$ cat config.mk
export PLATFORM = sky130hd
export DESIGN_NAME = obt_transceiver
export DESIGN_NICKNAME = d
export VERILOG_FILES = /design/src/obt_pkg.sv /design/src/obt_ctl_if.sv /design/src/obt_transceiver.sv /design/src/obt_sync.sv /design/src/obt_channel.sv
export SDC_FILE = /design/constraint.sdc
export NUM_CORES = 1
export LEC_CHECK = 0
export ABC_AREA = 0
export CAP_MARGIN = 10
export CELL_PAD_IN_SITES_DETAIL_PLACEMENT = 1
export CELL_PAD_IN_SITES_GLOBAL_PLACEMENT = 1
export CORE_MARGIN = 4
export CORE_UTILIZATION = 23
export CTS_CLUSTER_DIAMETER = 150
export DETAILED_ROUTE_END_ITERATION = 10
export DONT_BUFFER_PORTS = 1
export GPL_TIMING_DRIVEN = 0
export PLACE_DENSITY_LB_ADDON = 0.1
export SYNTH_ARGS = -nofsm -noshare
export SYNTH_HDL_FRONTEND = slang
export SYNTH_SLANG_ARGS = --single-unit
$ cat constraint.sdc
create_clock -name MCLK -period 4.98 [get_ports MCLK]
set_input_delay 0 -clock MCLK [delete_from_list [all_inputs] [get_ports MCLK]]
set_output_delay 0 -clock MCLK [all_outputs]
set_load 0.01 [all_outputs]
$ cat src/obt_pkg.sv
// Purpose: shared constants for the octal registered transceiver
// Assumes: one system clock, AXI4-Lite register access
// Notes: offsets are byte addresses of aligned 32-bit words
package obt_pkg;
	// ====================================================
	// synchroniser and register map
	localparam int SYNC_STAGES = 2;
	localparam logic [7:0] CTRL_OFS = 8'h00;
	localparam logic [7:0] STATUS_OFS = 8'h04;
	localparam logic [7:0] STORE_A_OFS = 8'h08;
	localparam logic [7:0] STORE_B_OFS = 8'h0C;
	// decoded register indices
	localparam logic [2:0] IDX_CTRL = 3'h0;
	localparam logic [2:0] IDX_STATUS = 3'h1;
	localparam logic [2:0] IDX_STORE_A = 3'h2;
	localparam logic [2:0] IDX_STORE_B = 3'h3;
	localparam logic [2:0] IDX_NONE = 3'h7;
	// ====================================================
	// control register fields
	localparam int CTRL_OVR_BIT = 0;
	localparam int CTRL_AEN_BIT = 1;
	localparam int CTRL_BENN_BIT = 2;
	localparam int CTRL_ASEL_BIT = 3;
	localparam int CTRL_BSEL_BIT = 4;
	localparam int CTRL_CAPA_BIT = 5;
	localparam int CTRL_CAPB_BIT = 6;
	localparam logic [4:0] CTRL_RESET = 5'h04;
	// ====================================================
	// status register fields
	localparam int STAT_CLKA_BIT = 4;
	localparam int STAT_CLKB_BIT = 5;
	localparam int STAT_AOE_BIT = 6;
	localparam int STAT_BOE_BIT = 7;
	// ====================================================
	// pin bundle positions after synchronising
	localparam int PIN_AEN = 0;
	localparam int PIN_BENN = 1;
	localparam int PIN_CLKA = 2;
	localparam int PIN_CLKB = 3;
	localparam int PIN_ASEL = 4;
	localparam int PIN_BSEL = 5;
	localparam int PIN_CTL_W = 6;
	// axi responses
	localparam logic [1:0] RESP_OKAY = 2'h0;
	localparam logic [1:0] RESP_SLVERR = 2'h2;
endpackage

$ cat src/obt_ctl_if.sv
// Purpose: control bundle shared by all bit channels
// Assumes: single clock domain
// Notes: one driver, many readers
`timescale 1ns/1ns
`default_nettype none
interface obt_ctl_if;
	logic a_en;
	logic b_en_n;
	logic a_sel;
	logic b_sel;
	logic cap_a;
	logic cap_b;
	modport drive (output a_en, b_en_n, a_sel, b_sel, cap_a, cap_b);
	modport use_side (input a_en, b_en_n, a_sel, b_sel, cap_a, cap_b);
endinterface
`default_nettype wire

$ cat src/obt_transceiver.sv
// Purpose: octal registered bus transceiver with AXI4-Lite view
// Assumes: MCLK 20 MHz, RST async active high, pins asynchronous
// Notes: every pin passes two flops; ports lag data and control pins by 3 cycles, capture clocks by 4
//   live transfer is therefore not combinational: a bus loop settles
//   only after the lag, and pulses shorter than one cycle may be lost
// Functional notes
// drive B when enabled, A when enable_n low
// each store captures its bus per clock
// capture ignores selects and enables
// select low live, high stored
// A to B live loads both stores
// B to A live loads both stores
// B live drives A lines
// stored B drives A lines
// A live drives B lines
// stored A drives B lines
// both stored directions at once
// both live enabled: buses hold value
// source switch without glitch
// controller staggers clocks when select high
// eight identical channels sharing controls
// stores have no reset
`timescale 1ns/1ns
`default_nettype none
module obt_transceiver
	import obt_pkg::*;
#(
	parameter int W = 8,
	parameter int ADDR_W = 8
) (
	input wire logic MCLK,
	input wire logic RST,
	input wire logic A_TO_B_DRIVE_ENABLE,
	input wire logic B_TO_A_DRIVE_ENABLE_N,
	input wire logic A_SIDE_CAPTURE_CLOCK,
	input wire logic B_SIDE_CAPTURE_CLOCK,
	input wire logic A_TO_B_SOURCE_SELECT,
	input wire logic B_TO_A_SOURCE_SELECT,
	input wire logic [W-1:0] PORT_A_LINES_I,
	output wire logic [W-1:0] PORT_A_LINES_O,
	output wire logic [W-1:0] PORT_A_LINES_OE,
	input wire logic [W-1:0] PORT_B_LINES_I,
	output wire logic [W-1:0] PORT_B_LINES_O,
	output wire logic [W-1:0] PORT_B_LINES_OE,
	input wire logic [ADDR_W-1:0] S_AXI_AWADDR,
	input wire logic S_AXI_AWVALID,
	output logic S_AXI_AWREADY,
	input wire logic [31:0] S_AXI_WDATA,
	input wire logic [3:0] S_AXI_WSTRB,
	input wire logic S_AXI_WVALID,
	output logic S_AXI_WREADY,
	output logic [1:0] S_AXI_BRESP,
	output logic S_AXI_BVALID,
	input wire logic S_AXI_BREADY,
	input wire logic [ADDR_W-1:0] S_AXI_ARADDR,
	input wire logic S_AXI_ARVALID,
	output logic S_AXI_ARREADY,
	output logic [31:0] S_AXI_RDATA,
	output logic [1:0] S_AXI_RRESP,
	output logic S_AXI_RVALID,
	input wire logic S_AXI_RREADY
);
	import obt_pkg::*;

	// ====================================================
	// declarations
	localparam int PIN_W = PIN_CTL_W + 2 * W;
	// raw and synchronised pin bundle
	logic [PIN_W-1:0] pin_raw;
	logic [PIN_W-1:0] pin_sync;
	logic [PIN_CTL_W-1:0] ctl_sync;
	logic [W-1:0] a_sync;
	logic [W-1:0] b_sync;
	// edge detector state
	logic clk_a_prev_r;
	logic clk_b_prev_r;
	logic edge_a;
	logic edge_b;
	// software control word and its strobes
	logic [4:0] ctrl_r;
	logic sw_cap_a_r;
	logic sw_cap_b_r;
	// store contents gathered from the channels
	logic [W-1:0] a_store;
	logic [W-1:0] b_store;
	// write channel holding state
	logic aw_full_r;
	logic w_full_r;
	logic [ADDR_W-1:0] awaddr_r;
	logic [31:0] wdata_r;
	logic [3:0] wstrb_r;
	logic do_write;
	// decoded indices and read data
	logic [2:0] wr_idx;
	logic [2:0] rd_idx;
	logic [31:0] rd_word;
	logic [31:0] status_word;
	// control bundle fanned out to every channel
	obt_ctl_if ctl ();

	// ====================================================
	// address decode, shared by both bus directions
	function automatic logic [2:0] reg_index(input logic [ADDR_W-1:0] addr);
		logic [7:0] a8;
		// a wider address would alias onto its low byte
		a8 = 8'(addr);
		if (a8 == CTRL_OFS) begin
			reg_index = IDX_CTRL;
		end else if (a8 == STATUS_OFS) begin
			reg_index = IDX_STATUS;
		end else if (a8 == STORE_A_OFS) begin
			reg_index = IDX_STORE_A;
		end else if (a8 == STORE_B_OFS) begin
			reg_index = IDX_STORE_B;
		end else begin
			reg_index = IDX_NONE;
		end
	endfunction

	// ====================================================
	// pin synchronisers
	// gather every asynchronous pin into one bundle
	assign pin_raw[PIN_AEN] = A_TO_B_DRIVE_ENABLE;
	// the active-low enable travels inverted, so the synchroniser's reset
	// value of zero means not driving A until the real pin level arrives
	assign pin_raw[PIN_BENN] = ~B_TO_A_DRIVE_ENABLE_N;
	assign pin_raw[PIN_CLKA] = A_SIDE_CAPTURE_CLOCK;
	assign pin_raw[PIN_CLKB] = B_SIDE_CAPTURE_CLOCK;
	assign pin_raw[PIN_ASEL] = A_TO_B_SOURCE_SELECT;
	assign pin_raw[PIN_BSEL] = B_TO_A_SOURCE_SELECT;
	assign pin_raw[PIN_CTL_W +: W] = PORT_A_LINES_I;
	assign pin_raw[PIN_CTL_W + W +: W] = PORT_B_LINES_I;

	// one wide synchroniser keeps data and control in step, so a capture
	// clock and the data it samples cross on the same edge
	obt_sync #(
		.W(PIN_W)
	) u_pin_sync (
		.clk(MCLK),
		.rst(RST),
		.d(pin_raw),
		.q(pin_sync)
	);

	// split the synchronised bundle
	// data lanes sit above the six control lanes
	assign ctl_sync = pin_sync[PIN_CTL_W-1:0];
	assign a_sync = pin_sync[PIN_CTL_W +: W];
	assign b_sync = pin_sync[PIN_CTL_W + W +: W];

	// ====================================================
	// capture clock edge detection
	// previous level of each synchronised capture clock
	// reset value matches the idle low level of the capture clocks,
	// so the release of reset never fakes an edge
	always_ff @(posedge MCLK or posedge RST) begin
		if (RST) begin
			clk_a_prev_r <= 1'b0;
			clk_b_prev_r <= 1'b0;
		end else begin
			clk_a_prev_r <= ctl_sync[PIN_CLKA];
			clk_b_prev_r <= ctl_sync[PIN_CLKB];
		end
	end

	// rising edge per independent clock
	assign edge_a = ctl_sync[PIN_CLKA] & ~clk_a_prev_r;
	assign edge_b = ctl_sync[PIN_CLKB] & ~clk_b_prev_r;

	// ====================================================
	// effective controls: pins unless software overrides
	// capture independent of selects and enables
	// the override lets software run the ports without pin access
	always_comb begin
		if (ctrl_r[CTRL_OVR_BIT]) begin
			ctl.a_en = ctrl_r[CTRL_AEN_BIT];
			ctl.b_en_n = ctrl_r[CTRL_BENN_BIT];
			ctl.a_sel = ctrl_r[CTRL_ASEL_BIT];
			ctl.b_sel = ctrl_r[CTRL_BSEL_BIT];
		end else begin
			ctl.a_en = ctl_sync[PIN_AEN];
			// the lane holds the enable inverted; undo it here
			ctl.b_en_n = ~ctl_sync[PIN_BENN];
			ctl.a_sel = ctl_sync[PIN_ASEL];
			ctl.b_sel = ctl_sync[PIN_BSEL];
		end
		ctl.cap_a = edge_a | sw_cap_a_r;
		ctl.cap_b = edge_b | sw_cap_b_r;
	end

	// ====================================================
	// bit channels
	// eight identical channels, common controls
	// modes fall out of the mux
	// and enables; the bus input is re-read even while driven,
	// so a live loop re-drives its own last value
	// each channel registers its own mux output; the generate index
	// names the bit, so bit i of A pairs with bit i of B
	for (genvar i = 0; i < W; i++) begin : g_chan
		obt_channel u_chan (
			.clk(MCLK),
			.rst(RST),
			.ctl(ctl),
			.a_in(a_sync[i]),
			.b_in(b_sync[i]),
			.a_out(PORT_A_LINES_O[i]),
			.a_oe(PORT_A_LINES_OE[i]),
			.b_out(PORT_B_LINES_O[i]),
			.b_oe(PORT_B_LINES_OE[i]),
			.a_store(a_store[i]),
			.b_store(b_store[i])
		);
	end

	// ====================================================
	// AXI4-Lite write path
	// address and data are held separately, either order
	// a new write is parked while a response waits, so at most two
	// writes, one awaiting BREADY and one held, are ever in flight
	assign S_AXI_AWREADY = ~aw_full_r;
	assign S_AXI_WREADY = ~w_full_r;
	assign do_write = aw_full_r & w_full_r & ~S_AXI_BVALID;
	assign wr_idx = reg_index(awaddr_r);

	// write address holding register
	always_ff @(posedge MCLK or posedge RST) begin
		if (RST) begin
			aw_full_r <= 1'b0;
			awaddr_r <= '0;
		end else if (S_AXI_AWVALID && !aw_full_r) begin
			aw_full_r <= 1'b1;
			awaddr_r <= S_AXI_AWADDR;
		end else if (do_write) begin
			aw_full_r <= 1'b0;
		end
	end

	// write data holding register
	always_ff @(posedge MCLK or posedge RST) begin
		if (RST) begin
			w_full_r <= 1'b0;
			wdata_r <= '0;
			wstrb_r <= '0;
		end else if (S_AXI_WVALID && !w_full_r) begin
			w_full_r <= 1'b1;
			wdata_r <= S_AXI_WDATA;
			wstrb_r <= S_AXI_WSTRB;
		end else if (do_write) begin
			w_full_r <= 1'b0;
		end
	end

	// write response; unmapped or read-only gives SLVERR
	// the response waits for BREADY; a write that arrives meanwhile
	// stays parked in the holding registers
	always_ff @(posedge MCLK or posedge RST) begin
		if (RST) begin
			S_AXI_BVALID <= 1'b0;
			S_AXI_BRESP <= RESP_OKAY;
		end else if (do_write) begin
			S_AXI_BVALID <= 1'b1;
			S_AXI_BRESP <= (wr_idx == IDX_CTRL) ? RESP_OKAY : RESP_SLVERR;
		end else if (S_AXI_BREADY) begin
			S_AXI_BVALID <= 1'b0;
		end
	end

	// ====================================================
	// control register and software capture pulses
	// only the low byte lane carries control fields
	// the strobe bits are not stored, so they always read back as zero
	always_ff @(posedge MCLK or posedge RST) begin
		if (RST) begin
			ctrl_r <= CTRL_RESET;
		end else if (do_write && wr_idx == IDX_CTRL && wstrb_r[0]) begin
			ctrl_r <= wdata_r[4:0];
		end
	end

	// one-cycle capture strobes, self clearing
	// software strobe acts like a clock edge
	// a strobe in the same cycle as a pin edge is one capture, not
	// two, since both only request the same load
	always_ff @(posedge MCLK or posedge RST) begin
		if (RST) begin
			sw_cap_a_r <= 1'b0;
			sw_cap_b_r <= 1'b0;
		end else begin
			sw_cap_a_r <= do_write && wr_idx == IDX_CTRL && wstrb_r[0] && wdata_r[CTRL_CAPA_BIT];
			sw_cap_b_r <= do_write && wr_idx == IDX_CTRL && wstrb_r[0] && wdata_r[CTRL_CAPB_BIT];
		end
	end

	// ====================================================
	// AXI4-Lite read path
	// ARREADY falls while an answer waits; one read in flight at most
	assign S_AXI_ARREADY = ~S_AXI_RVALID;
	assign rd_idx = reg_index(S_AXI_ARADDR);

	// live state seen by software
	// the drive bits or all lines; the channels share one enable,
	// so any set bit means the whole port is driven
	always_comb begin
		status_word = '0;
		status_word[CTRL_AEN_BIT - 1] = ctl.a_en;
		status_word[CTRL_BENN_BIT - 1] = ctl.b_en_n;
		status_word[CTRL_ASEL_BIT - 1] = ctl.a_sel;
		status_word[CTRL_BSEL_BIT - 1] = ctl.b_sel;
		status_word[STAT_CLKA_BIT] = ctl_sync[PIN_CLKA];
		status_word[STAT_CLKB_BIT] = ctl_sync[PIN_CLKB];
		status_word[STAT_AOE_BIT] = |PORT_A_LINES_OE;
		status_word[STAT_BOE_BIT] = |PORT_B_LINES_OE;
	end

	// read mux; stores read undefined until first capture
	// unmapped addresses fall through to zero and a SLVERR answer
	always_comb begin
		rd_word = '0;
		if (rd_idx == IDX_CTRL) begin
			rd_word[4:0] = ctrl_r;
		end else if (rd_idx == IDX_STATUS) begin
			rd_word = status_word;
		end else if (rd_idx == IDX_STORE_A) begin
			rd_word[W-1:0] = a_store;
		end else if (rd_idx == IDX_STORE_B) begin
			rd_word[W-1:0] = b_store;
		end
	end

	// read data is registered at the address handshake
	// the mux sees the address in the cycle AR is taken, so no
	// address register is needed on this side
	always_ff @(posedge MCLK or posedge RST) begin
		if (RST) begin
			S_AXI_RVALID <= 1'b0;
			S_AXI_RDATA <= '0;
			S_AXI_RRESP <= RESP_OKAY;
		end else if (S_AXI_ARVALID && !S_AXI_RVALID) begin
			S_AXI_RVALID <= 1'b1;
			S_AXI_RDATA <= rd_word;
			S_AXI_RRESP <= (rd_idx == IDX_NONE) ? RESP_SLVERR : RESP_OKAY;
		end else if (S_AXI_RREADY) begin
			S_AXI_RVALID <= 1'b0;
		end
	end
endmodule
`default_nettype wire

$ cat src/obt_sync.sv
// Purpose: two-stage synchroniser for pin inputs
// Assumes: inputs asynchronous to clk
// Notes: first stage feeds only the second
`timescale 1ns/1ns
`default_nettype none
module obt_sync #(
	parameter int W = 1
) (
	input wire logic clk,
	input wire logic rst,
	input wire logic [W-1:0] d,
	output logic [W-1:0] q
);
	logic [W-1:0] meta_r;
	// ====================================================
	// double flop, reset to zero
	always_ff @(posedge clk or posedge rst) begin
		if (rst) begin
			meta_r <= '0;
			q <= '0;
		end else begin
			meta_r <= d;
			q <= meta_r;
		end
	end
endmodule
`default_nettype wire

$ cat src/obt_channel.sv
// Purpose: one bit channel: two stores, two muxes, two drivers
// Assumes: inputs already synchronised to clk
// Notes: stores carry no reset on purpose
`timescale 1ns/1ns
`default_nettype none
module obt_channel (
	input wire logic clk,
	input wire logic rst,
	obt_ctl_if.use_side ctl,
	input wire logic a_in,
	input wire logic b_in,
	output logic a_out,
	output logic a_oe,
	output logic b_out,
	output logic b_oe,
	output logic a_store,
	output logic b_store
);
	// ====================================================
	// storage flops
	// capture on every capture request (rising edge or strobe), no reset
	always_ff @(posedge clk) begin
		if (ctl.cap_a) begin
			a_store <= a_in;
		end
		if (ctl.cap_b) begin
			b_store <= b_in;
		end
	end
	// ====================================================
	// registered muxes and drivers; a flop after the mux
	// means a select change cannot glitch the port
	// select live or stored, gate drive
	always_ff @(posedge clk or posedge rst) begin
		if (rst) begin
			b_out <= 1'b0;
			b_oe <= 1'b0;
			a_out <= 1'b0;
			a_oe <= 1'b0;
		end else begin
			b_out <= ctl.a_sel ? a_store : a_in;
			b_oe <= ctl.a_en;
			a_out <= ctl.b_sel ? b_store : b_in;
			a_oe <= ~ctl.b_en_n;
		end
	end
endmodule
`default_nettype wire

==> metrics.csv, run 1 <==
stage;metric;value;unit
worst_setup_path;reg2reg setup slack;2.98;ns
sta;Post-Route Skew;0.00713;ns
detailed_routing;drt wl/cell;14.8;um
global_routing;vias in the first global route;2858;
synth;largest area contributor in the netlist;dfrtp_1;
synth;Gate Count Post-Synth;317;
power;power consumption;2.89;mW
worst_setup_path;CP max stage delay;0.75;ns
floorplan;Core Box Area;18900;um2
detailed_routing;final WL;10100;um
synth;Synth area leaders;dfrtp_1, edfxtp_1, buf_4, mux2_2, mux2_4;
detailed_routing;vias per cell;3.77;
min_path;Hold Crit Class;input port to register;
sta;Worst Tran Pin Value;0.841;ns
worst_setup_path;worst-path fanout max;9;
worst_setup_path;worst path cell trace;buf_2 > mux2i_2 > a2111oi_0 > a211o_1;
power;Worst IR Drop VDD;0.236;mV
synth;Synth top cells by count;dfrtp_1, buf_4, mux2_2;
synth;EDFF count, synth;16;
worst_setup_path;Critical R2R Launch;ctrl_r[0];
synth;flops & latches, synth;117;
worst_setup_path;CP endpoint kind;register;
clocking;CTS buffer count;17;
sta;Highest Clock Rate;499;MHz
sta;RSZ-0062 raised after global routing;false;
global_routing;pin count of the biggest net entering global routing;54;
final_layout;layout net count;491;
clocking;Reg clk slew, reported paths;0.06;ns
sta;Final setup viols;0;
sta;Tmin final;2.00;ns
detailed_routing;DR pass1 iterations;4;
sta;final count of hold timing violations;0;
detailed_routing;Initial DRC Count;74;
global_routing;initial antenna violation count;0;
detailed_routing;post-route ant nets;0;
clocking;CTS H-tree depth;4;
clocking;worst-skew pair later-pin latency;0.41;ns
global_routing;grt ovf;0;
sta;post-route clock period utilization;40.2;%
placed_design;Final HPWL DP;7210;um
clocking;clk root buf;clkbuf_16;
clocking;CTS tree;yes;
floorplan;I/O Pins;154;
floorplan;die height;147;um
worst_setup_path;Data arrival, critical path;2.30;ns
synth;Mapped Avg Cell Area;14.1;um2
synth;sequential fraction of the synthesis area;67.3;%
global_routing;most used routing layer;met2;
synth;Synth async-reset ratio;86.3;%
worst_setup_path;Worst setup endpoint;S_AXI_RDATA[2];
synth;top_reg_cell synth;dfrtp_1;
worst_setup_path;worst r2r path cells;4;
status;status;complete, no violations;
synth;Syn. warnings;0;
final_layout;area grow syn2layout;35.5;%
synth;count leader, synth;dfrtp_1;
final_layout;post-layout util;32.0;%
worst_setup_path;crit path kind;register to register;
floorplan;Initial Util;23.6;%
job;max cap viols;0;
global_routing;met1 GRT Util;12.0;%
worst_setup_path;CP startpoint kind;register;
clocking;Setup Buffers After CTS;0;
floorplan;die area;21700;um2
final_layout;# fillers;2044;
worst_setup_path;Crit path buffers/inverters;1;
final_layout;storage element area;3010;um2
clocking;TritonCTS sink count;117;
worst_setup_path;crit-path leading delay family;multiplexers;
power;pwr/cell area;477;nW/um2
power;Pleak;2.73;nW
synth;synthesized area;4470;um2
worst_setup_path;r2r endpoint;S_AXI_RDATA[2];
synth;top-area cell type share of the netlist area;56.0;%
placed_design;RD Place Congestion;0.677;
global_routing;met3 GRT Util;4.84;%
floorplan;die width;147;um
clocking;CTS Buffer Depth;2;
sta;Setup TNS Final;0;ns
sta;max-slew violation count;0;
detailed_routing;total number of vias;2578;
global_routing;gr usage total;9.85;%
final_layout;layout cells sized above 1;32.4;%
worst_setup_path;crit path from;ctrl_r[0];
global_routing;first-pass GRT wire length;16200;um
final_layout;n_diodes;0;
synth;Synth cell types;35;
worst_setup_path;CP max-delay cell;mux2i_2;
sta;relative slew slack;42.8;%
detailed_routing;DRC viols;0;
floorplan;row cnt;50;
placed_design;IO Port Bufs;0;
worst_setup_path;Critical Path Stages;4;
global_routing;met2 Track Usage GR;15.2;%
worst_setup_path;WP data required;5.27;ns
final_layout;multi-input combinational cell area;1030;um2
[worst reg2reg max path: stages, from the launching register on]
cell       delay (ns)
dfrtp_1          0.31
buf_2            0.21
mux2i_2          0.75
a2111oi_0        0.29
a211o_1          0.33
[through the flow]
| step | cells | worst slack, ns | hold WS, ns | cell area (um2) |
|---|---|---|---|---|
| final | 683 | 2.98 | 0.0268 | 6050 |
| after global routing | 683 | 2.88 | 0.0855 | 6050 |
| after CTS | 683 | 2.94 | 0.0332 | 6050 |
| after detailed placement | 603 | 2.97 | 0.0223 | 4920 |
| after global placement | 602 | 0.917 | 0.0315 | 4890 |
| after floorplan | 342 | 2.33 | 0.0314 | 4560 |
[cell families (layout without fill, tap and decap cells)]
| kind of cell | count (synthesis) | after routing | synth area share [%] |
|---|---|---|---|
| buf+inv | 80 | 161 | 11.7 |
| mux | 37 | 37 | 10.0 |
| flops | 117 | 117 | 67.3 |
| simple gates | 50 | 50 | 6.08 |
| other cells | 1 | 26 | 0.0839 |
| compound gates | 32 | 32 | 4.82 |
[placed cells by master, fill, tap and decap left out, types with 4 or more instances in the layout]
cell type,n
a211o_1,4
a21oi_1,6
buf_4,58
bufinv_16,5
clkbuf_1,4
clkbuf_16,17
clkinv_4,4
clkinvlp_4,4
conb_1,26
dfrtp_1,100
dlygate4sd3_1,48
edfxtp_1,16
inv_1,14
mux2_2,28
mux2_4,5
nand2_1,18
nor2_1,17
o21ai_0,8
[report_power, final]
part	internal, mW	switching, mW	total, mW
registers	1.10	0.0829	1.19
clock network	0.890	0.454	1.34
logic	0.191	0.165	0.356
total	2.18	0.701	2.89
[cell type report]
class | instances | share of cell area (%)
Timing Repair Buffer | 49 | 8.39
Multi-Input combinational cell | 145 | 17.0
Inverter | 15 | 0.972
Buffer | 65 | 7.69
Clock inverter | 15 | 3.78
Sequential cell | 117 | 49.7
Tap cell | 260 | 5.38
Clock buffer | 17 | 7.03
[routing by layer]
layer	up-vias	wire, um
li1	1179	-
met1	1283	4310
met2	102	4780
met3	14	868
met4	0	146
met5	-	0
[registers in the layout, summed over array words and instances (netlist names), 5 cells and up]
signal	count
S_AXI_RDATA	8
awaddr_r	8
ctrl_r	5
g_chan.u_chan.a_out	8
g_chan.u_chan.a_store	8
g_chan.u_chan.b_out	8
g_chan.u_chan.b_store	8
u_pin_sync.meta_r	22
u_pin_sync.q	22
wdata_r	7
[worst min-delay path by stage]
stage	start	end	slack, ns	cells after the start
2_1_floorplan	A_TO_B_DRIVE_ENABLE	u_pin_sync.meta_r[0]	0.03	0
3_3_place_gp	PORT_A_LINES_I[0]	u_pin_sync.meta_r[6]	0.03	0
3_5_place_dp	RST	wdata_r[4]	0.02	1
4_1_cts	S_AXI_ARVALID	S_AXI_RVALID	0.03	2
5_1_grt	S_AXI_ARADDR[2]	S_AXI_RDATA[3]	0.09	3
6_report	S_AXI_ARVALID	S_AXI_RVALID	0.03	2
[what timing repair did]
item,CTS,global route
gates resized for setup,0,0
endpoints found under the hold margin,96,0
hold buffers,48,0
Power figures use the tool's default switching activity.
==> inputs of run 2 (changes only) <==
Settings changed: ABC_AREA 0 to 1.
Clock period 4.98 ns to 1.8 ns, I/O delays scaled along.
==> metrics.csv, run 2 <==
stage;metric;value;unit
status;status;finished with violations;
status;failing checks;hold timing;
clocking;CTS H-tree depth;4;
worst_setup_path;worst r2r path cells;4;
final_layout;area grow syn2layout;37.1;%
sta;max-slew violation count;0;
worst_setup_path;Critical R2R Launch;aw_full_r;
clocking;clk root buf;clkbuf_16;
clocking;CTS Buffer Depth;2;
worst_setup_path;WP data required;2.09;ns
clocking;TritonCTS sink count;117;
worst_setup_path;crit path kind;register to register;
synth;flops & latches, synth;117;
worst_setup_path;CP endpoint kind;register;
global_routing;first-pass GRT wire length;16500;um
floorplan;Core Box Area;19500;um2
detailed_routing;drt wl/cell;13.9;um
min_path;Hold Path End;w_full_r;
synth;Syn. warnings;0;
power;Pleak;2.90;nW
power;Worst IR Drop VDD;0.563;mV
global_routing;pin count of the biggest net entering global routing;31;
clocking;Reg clk slew, reported paths;0.06;ns
synth;Synth async-reset ratio;86.3;%
detailed_routing;vias per cell;3.70;
sta;hold_ws;-0.00350;ns
floorplan;I/O Pins;154;
global_routing;grt ovf;0;
floorplan;row cnt;51;
global_routing;initial antenna violation count;0;
sta;final count of hold timing violations;1;
job;max cap viols;0;
final_layout;registers with the most flip-flops;u_pin_sync.meta_r: 22 flops, u_pin_sync.q: 22 flops;
sta;Final setup viols;0;
synth;Synth top cells by count;dfrtp_1, buf_4, nand2_1;
synth;EDFF count, synth;16;
min_path;hold path cells;3;
sta;relative slew slack;38.9;%
worst_setup_path;r2r endpoint;awaddr_r[6];
final_layout;# fillers;2143;
floorplan;die area;22300;um2
final_layout;leading cell type in the layout, fill and taps excluded;dfrtp_1;
final_layout;layout net count;567;
worst_setup_path;reg2reg setup slack;0.10;ns
detailed_routing;Initial DRC Count;78;
clocking;CTS tree;yes;
floorplan;Initial Util;23.5;%
clocking;CTS buffer count;17;
synth;top-area cell type share of the netlist area;54.5;%
min_path;min-delay src;S_AXI_WVALID;
global_routing;gr usage total;9.92;%
synth;Mapped Avg Cell Area;12.1;um2
worst_setup_path;Data arrival, critical path;1.99;ns
power;pwr/cell area;1280;nW/um2
global_routing;vias in the first global route;3030;
power;power consumption;8.07;mW
worst_setup_path;worst-path fanout max;9;
worst_setup_path;CP startpoint kind;register;
sta;setup slack after layout;0.100;ns
sta;post-route clock period utilization;94.4;%
placed_design;RD Place Congestion;0.708;
final_layout;layout cells sized above 1;29.1;%
synth;synthesized area;4590;um2
synth;Synth area leaders;dfrtp_1, edfxtp_1, buf_4, mux2_2, nand2_1;
placed_design;IO Port Bufs;0;
detailed_routing;DR pass1 iterations;4;
synth;Synth cell types;26;
detailed_routing;final WL;10600;um
synth;top_reg_cell synth;dfrtp_1;
detailed_routing;post-route ant nets;0;
synth;sequential fraction of the synthesis area;65.6;%
detailed_routing;total number of vias;2830;
sta;Highest Clock Rate;588;MHz
floorplan;die width;149;um
synth;largest area contributor in the netlist;dfrtp_1;
final_layout;most frequent cells in the layout;dfrtp_1, buf_4, dlygate4sd3_1;
synth;count leader, synth;dfrtp_1;
sta;Tmin final;1.70;ns
placed_design;Final HPWL DP;7700;um
placed_design;post-place setup slack;0.227;ns
floorplan;die height;149;um
sta;RSZ-0062 raised after global routing;false;
detailed_routing;DRC viols;0;
synth;Gate Count Post-Synth;379;
clocking;worst-skew pair later-pin latency;0.41;ns
sta;Worst Tran Pin Value;0.915;ns
sta;Post-Route Skew;0.00998;ns
min_path;Hold Crit Class;input port to register;
final_layout;n_diodes;0;
## run 2: cell types whose count changed after synthesis, moves of 4 or more
cell | before | now
inv_1 | 15 | 22
nand3_1 | 2 | 24
nor2_2 | 0 | 5
clkbuf_1 | 4 | 0
nor2_1 | 17 | 34
mux2_4 | 5 | 0
a211o_1 | 4 | 0
o21ai_2 | 0 | 6
nand2_1 | 18 | 50
## run 2: stage by stage
step	instances	TNS, ns	utilization, %	cell area (um2)
6_report	764	0	32.2	6290
4_1_cts	764	0	32.2	6280
5_1_grt	764	0	32.2	6290
2_1_floorplan	404	0	-	4690
3_5_place_dp	672	0	26.0	5080
3_3_place_gp	669	-11.90	25.7	5020
## run 2: cell type report
| type | count | area, um2 | share of cell area [%] |
|---|---|---|---|
| buffer | 64 | 485 | 7.72 |
| timing repair buffer | 63 | 661 | 10.5 |
| sequential | 117 | 3010 | 47.8 |
| clock inverter | 9 | 126 | 2.01 |
| inverter | 26 | 104 | 1.65 |
| tap | 265 | 332 | 5.27 |
| multi-input combinational | 197 | 1100 | 17.4 |
| clock buffer | 23 | 478 | 7.60 |
## run 2: worst max path at each step
| stage | slack (ns) | cells after the start | to | startpoint |
|---|---|---|---|---|
| 6_report | 0.10 | 4 | awaddr_r[6] | aw_full_r |
| 5_1_grt | 0.01 | 4 | awaddr_r[6] | aw_full_r |
| 4_1_cts | 0.03 | 4 | wstrb_r[0] | w_full_r |
| 3_5_place_dp | 0.23 | 2 | g_chan[7].u_chan.b_store | u_pin_sync.q[3] |
| 3_3_place_gp | -0.13 | 1 | g_chan[2].u_chan.b_out | RST |
| 2_1_floorplan | 0.58 | 4 | g_chan[0].u_chan.a_out | ctrl_r[0] |
## run 2: critical path: stages (launching register included)
cell and delay, ns:
dfrtp_1 0.35, inv_1 0.22, nand2_4 0.15, mux2_2 0.30
dlygate4sd3_1 0.56
## run 2: what timing repair did
item | CTS | global route
hold buffers | 60 | 0
resized for setup | 0 | 2
buffers inserted | 0 | 0
endpoints found under the setup margin | 0 | 9
hold endpoints to repair | 88 | 0
## run 2: metal layers
metal / global-route usage, % / part of all wire [%] / vias up
li1: - / - / 1356
met1: 11.6 / 41 / 1363
met2: 16.4 / 50 / 100
met3: 3.80 / 7.5 / 11
met4: 4.16 / 1.4 / 0
met5: 0 / 0 / -
## run 2: where the power goes
| group | switching [mW] | total (mW) | internal, mW | leakage [nW] |
|---|---|---|---|---|
| clock network | 1.16 | 3.44 | 2.28 | 0.293 |
| logic | 0.654 | 1.36 | 0.702 | 1.26 |
| registers | 0.205 | 3.27 | 3.07 | 1.35 |
## run 2: cell families after synthesis
family | share of synthesized area (%)
flops | 65.6
simple gates | 11.1
buf+inv | 12.8
compound gates | 4.33
mux | 6.13
other cells | 0.0817
==> inputs of run 3 (changes only) <==
Settings changed: CORE_MARGIN 4 to 1, HOLD_SLACK_MARGIN from default to 0.03.
==> metrics.csv, run 3 (same netlist as run 2, synthesis figures left out) <==
stage;metric;value;unit
floorplan;die height;143;um
worst_setup_path;r2r endpoint;wstrb_r[0];
detailed_routing;post-route ant nets;0;
final_layout;Cell Count, Final, Fillers Out;765;
sta;relative slew slack;43.2;%
sta;Highest Clock Rate;593;MHz
clocking;CTS H-tree depth;4;
worst_setup_path;crit path kind;register to register;
detailed_routing;Initial DRC Count;41;
final_layout;leading cell type in the layout, fill and taps excluded;dfrtp_1;
worst_setup_path;Critical Path Stages;4;
worst_setup_path;CP max-delay cell;dlygate4sd3_1;
clocking;CTS buffer count;17;
final_layout;area grow syn2layout;37.7;%
worst_setup_path;CP max stage delay;0.56;ns
final_layout;storage element area;3010;um2
final_layout;registers with the most flip-flops;u_pin_sync.meta_r: 22 flops, u_pin_sync.q: 22 flops;
floorplan;die area;20500;um2
worst_setup_path;CP endpoint kind;register;
power;pwr/cell area;1290;nW/um2
worst_setup_path;worst-path fanout max;7;
placed_design;placed insts;672;
worst_setup_path;reg2reg setup slack;0.11;ns
min_path;Hold Crit Class;input port to register;
global_routing;initial antenna violation count;0;
clocking;CTS tree;yes;
job;max cap viols;0;
worst_setup_path;Crit path buffers/inverters;2;
detailed_routing;DRC viols;0;
floorplan;row cnt;51;
floorplan;Initial Util;23.5;%
power;Worst IR Drop VDD;0.625;mV
detailed_routing;total number of vias;2840;
floorplan;die width;143;um
sta;Final setup viols;0;
clocking;worst-skew pair later-pin latency;0.41;ns
placed_design;IO Port Bufs;0;
floorplan;Core Box Area;19500;um2
placed_design;RD Place Congestion;0.682;
global_routing;first-pass GRT wire length;16300;um
sta;post-route clock period utilization;93.7;%
status;status;complete, no violations;
placed_design;Final HPWL DP;7280;um
sta;final count of hold timing violations;0;
sta;Post-Route Skew;0.00977;ns
sta;max-slew violation count;0;
worst_setup_path;worst path cell trace;inv_1 > nand2_2 > mux2_2 > dlygate4sd3_1;
min_path;min-delay src;S_AXI_WVALID;
sta;Tmin final;1.69;ns
detailed_routing;final WL;10400;um
global_routing;pin count of the biggest net entering global routing;36;
clocking;Setup Buffers After CTS;0;
sta;RSZ-0062 raised after global routing;false;
placed_design;post-place setup slack;0.211;ns
min_path;Hold Path End;w_full_r;
global_routing;gr usage total;11.1;%
sta;Worst Tran Pin Value;0.850;ns
final_layout;n_diodes;0;
power;Pleak;2.91;nW
global_routing;vias in the first global route;2990;
worst_setup_path;Critical R2R Launch;w_full_r;
sta;hold_ws;0.0122;ns
sta;Setup TNS Final;0;ns
clocking;clk root buf;clkbuf_16;
final_layout;multi-input combinational cell area;1100;um2
clocking;TritonCTS sink count;117;
final_layout;# fillers;2191;
clocking;Reg clk slew, reported paths;0.06;ns
worst_setup_path;Data arrival, critical path;1.98;ns
final_layout;layout net count;568;
min_path;hold path cells;3;
global_routing;grt ovf;0;
worst_setup_path;WP data required;2.09;ns
sta;setup slack after layout;0.113;ns
worst_setup_path;worst r2r path cells;4;
detailed_routing;drt wl/cell;13.6;um
detailed_routing;DR pass1 iterations;4;
final_layout;most frequent cells in the layout;dfrtp_1, dlygate4sd3_1, buf_4;
clocking;CTS Buffer Depth;2;
worst_setup_path;CP startpoint kind;register;
floorplan;I/O Pins;154;
final_layout;layout cells sized above 1;29.4;%
detailed_routing;vias per cell;3.71;
worst_setup_path;crit-path leading delay family;buffers and inverters;
## run 3: changes by cell type in the layout (fill, tap and decap cells not counted)
cell / previous run / this run
clkbuf_1: 3 / 0
bufinv_16: 3 / 4
clkbuf_8: 4 / 2
clkinv_1: 0 / 2
inv_1: 21 / 20
clkinv_4: 0 / 3
inv_2: 3 / 4
inv_4: 2 / 1
dlygate4sd3_1: 60 / 61
## run 3: per-layer routing
layer,wire length (um),part of all wire [%],vias to the layer above,GRT usage [%]
met5,0,0,-,0
met4,176,1.7,0,4.87
met3,616,5.9,13,3.92
met2,5230,50,94,18.4
met1,4360,42,1378,12.9
li1,-,-,1355,-
## run 3: what timing repair did
item	in CTS	in global routing
hold buffers	61	0
setup endpoints to repair	0	9
hold endpoints to repair	92	0
gates resized for setup	0	3
## run 3: final cells by class
cell class | count | share of cell area (%)
inverter | 26 | 1.64
timing repair buffer | 64 | 10.6
clock inverter | 14 | 2.91
multi-input combinational | 197 | 17.3
sequential | 117 | 47.6
clock buffer | 18 | 6.95
tap | 265 | 5.25
buffer | 64 | 7.68
## run 3: worst max-delay path by stage
stage / start / to
after floorplan: ctrl_r[0] / g_chan[0].u_chan.a_out
after global placement: RST / g_chan[6].u_chan.b_out
after detailed placement: u_pin_sync.q[3] / g_chan[7].u_chan.b_store
after CTS: aw_full_r / awaddr_r[3]
after global routing: w_full_r / wstrb_r[0]
final: w_full_r / wstrb_r[0]
## run 3: where the power goes
| group | switching [mW] | leakage (nW) | internal [mW] | total, mW |
|---|---|---|---|---|
| registers | 0.211 | 1.35 | 3.07 | 3.28 |
| logic | 0.662 | 1.26 | 0.706 | 1.37 |
| clock network | 1.20 | 0.301 | 2.34 | 3.54 |
| total | 2.08 | 2.91 | 6.11 | 8.18 |
## run 3: tightest hold or removal path, stage by stage
cell and delay (ns):
nand2_2 0.08, buf_2 0.20, o21ai_0 0.09
## run 3: stage by stage
step	instance area (um2)	power [mW]	util, %
after floorplan	4690	4.17	-
after global placement	5020	4.39	25.7
after detailed placement	5080	4.44	26.0
after CTS	6310	8.32	32.3
after global routing	6320	8.65	32.4
final	6320	8.18	32.4
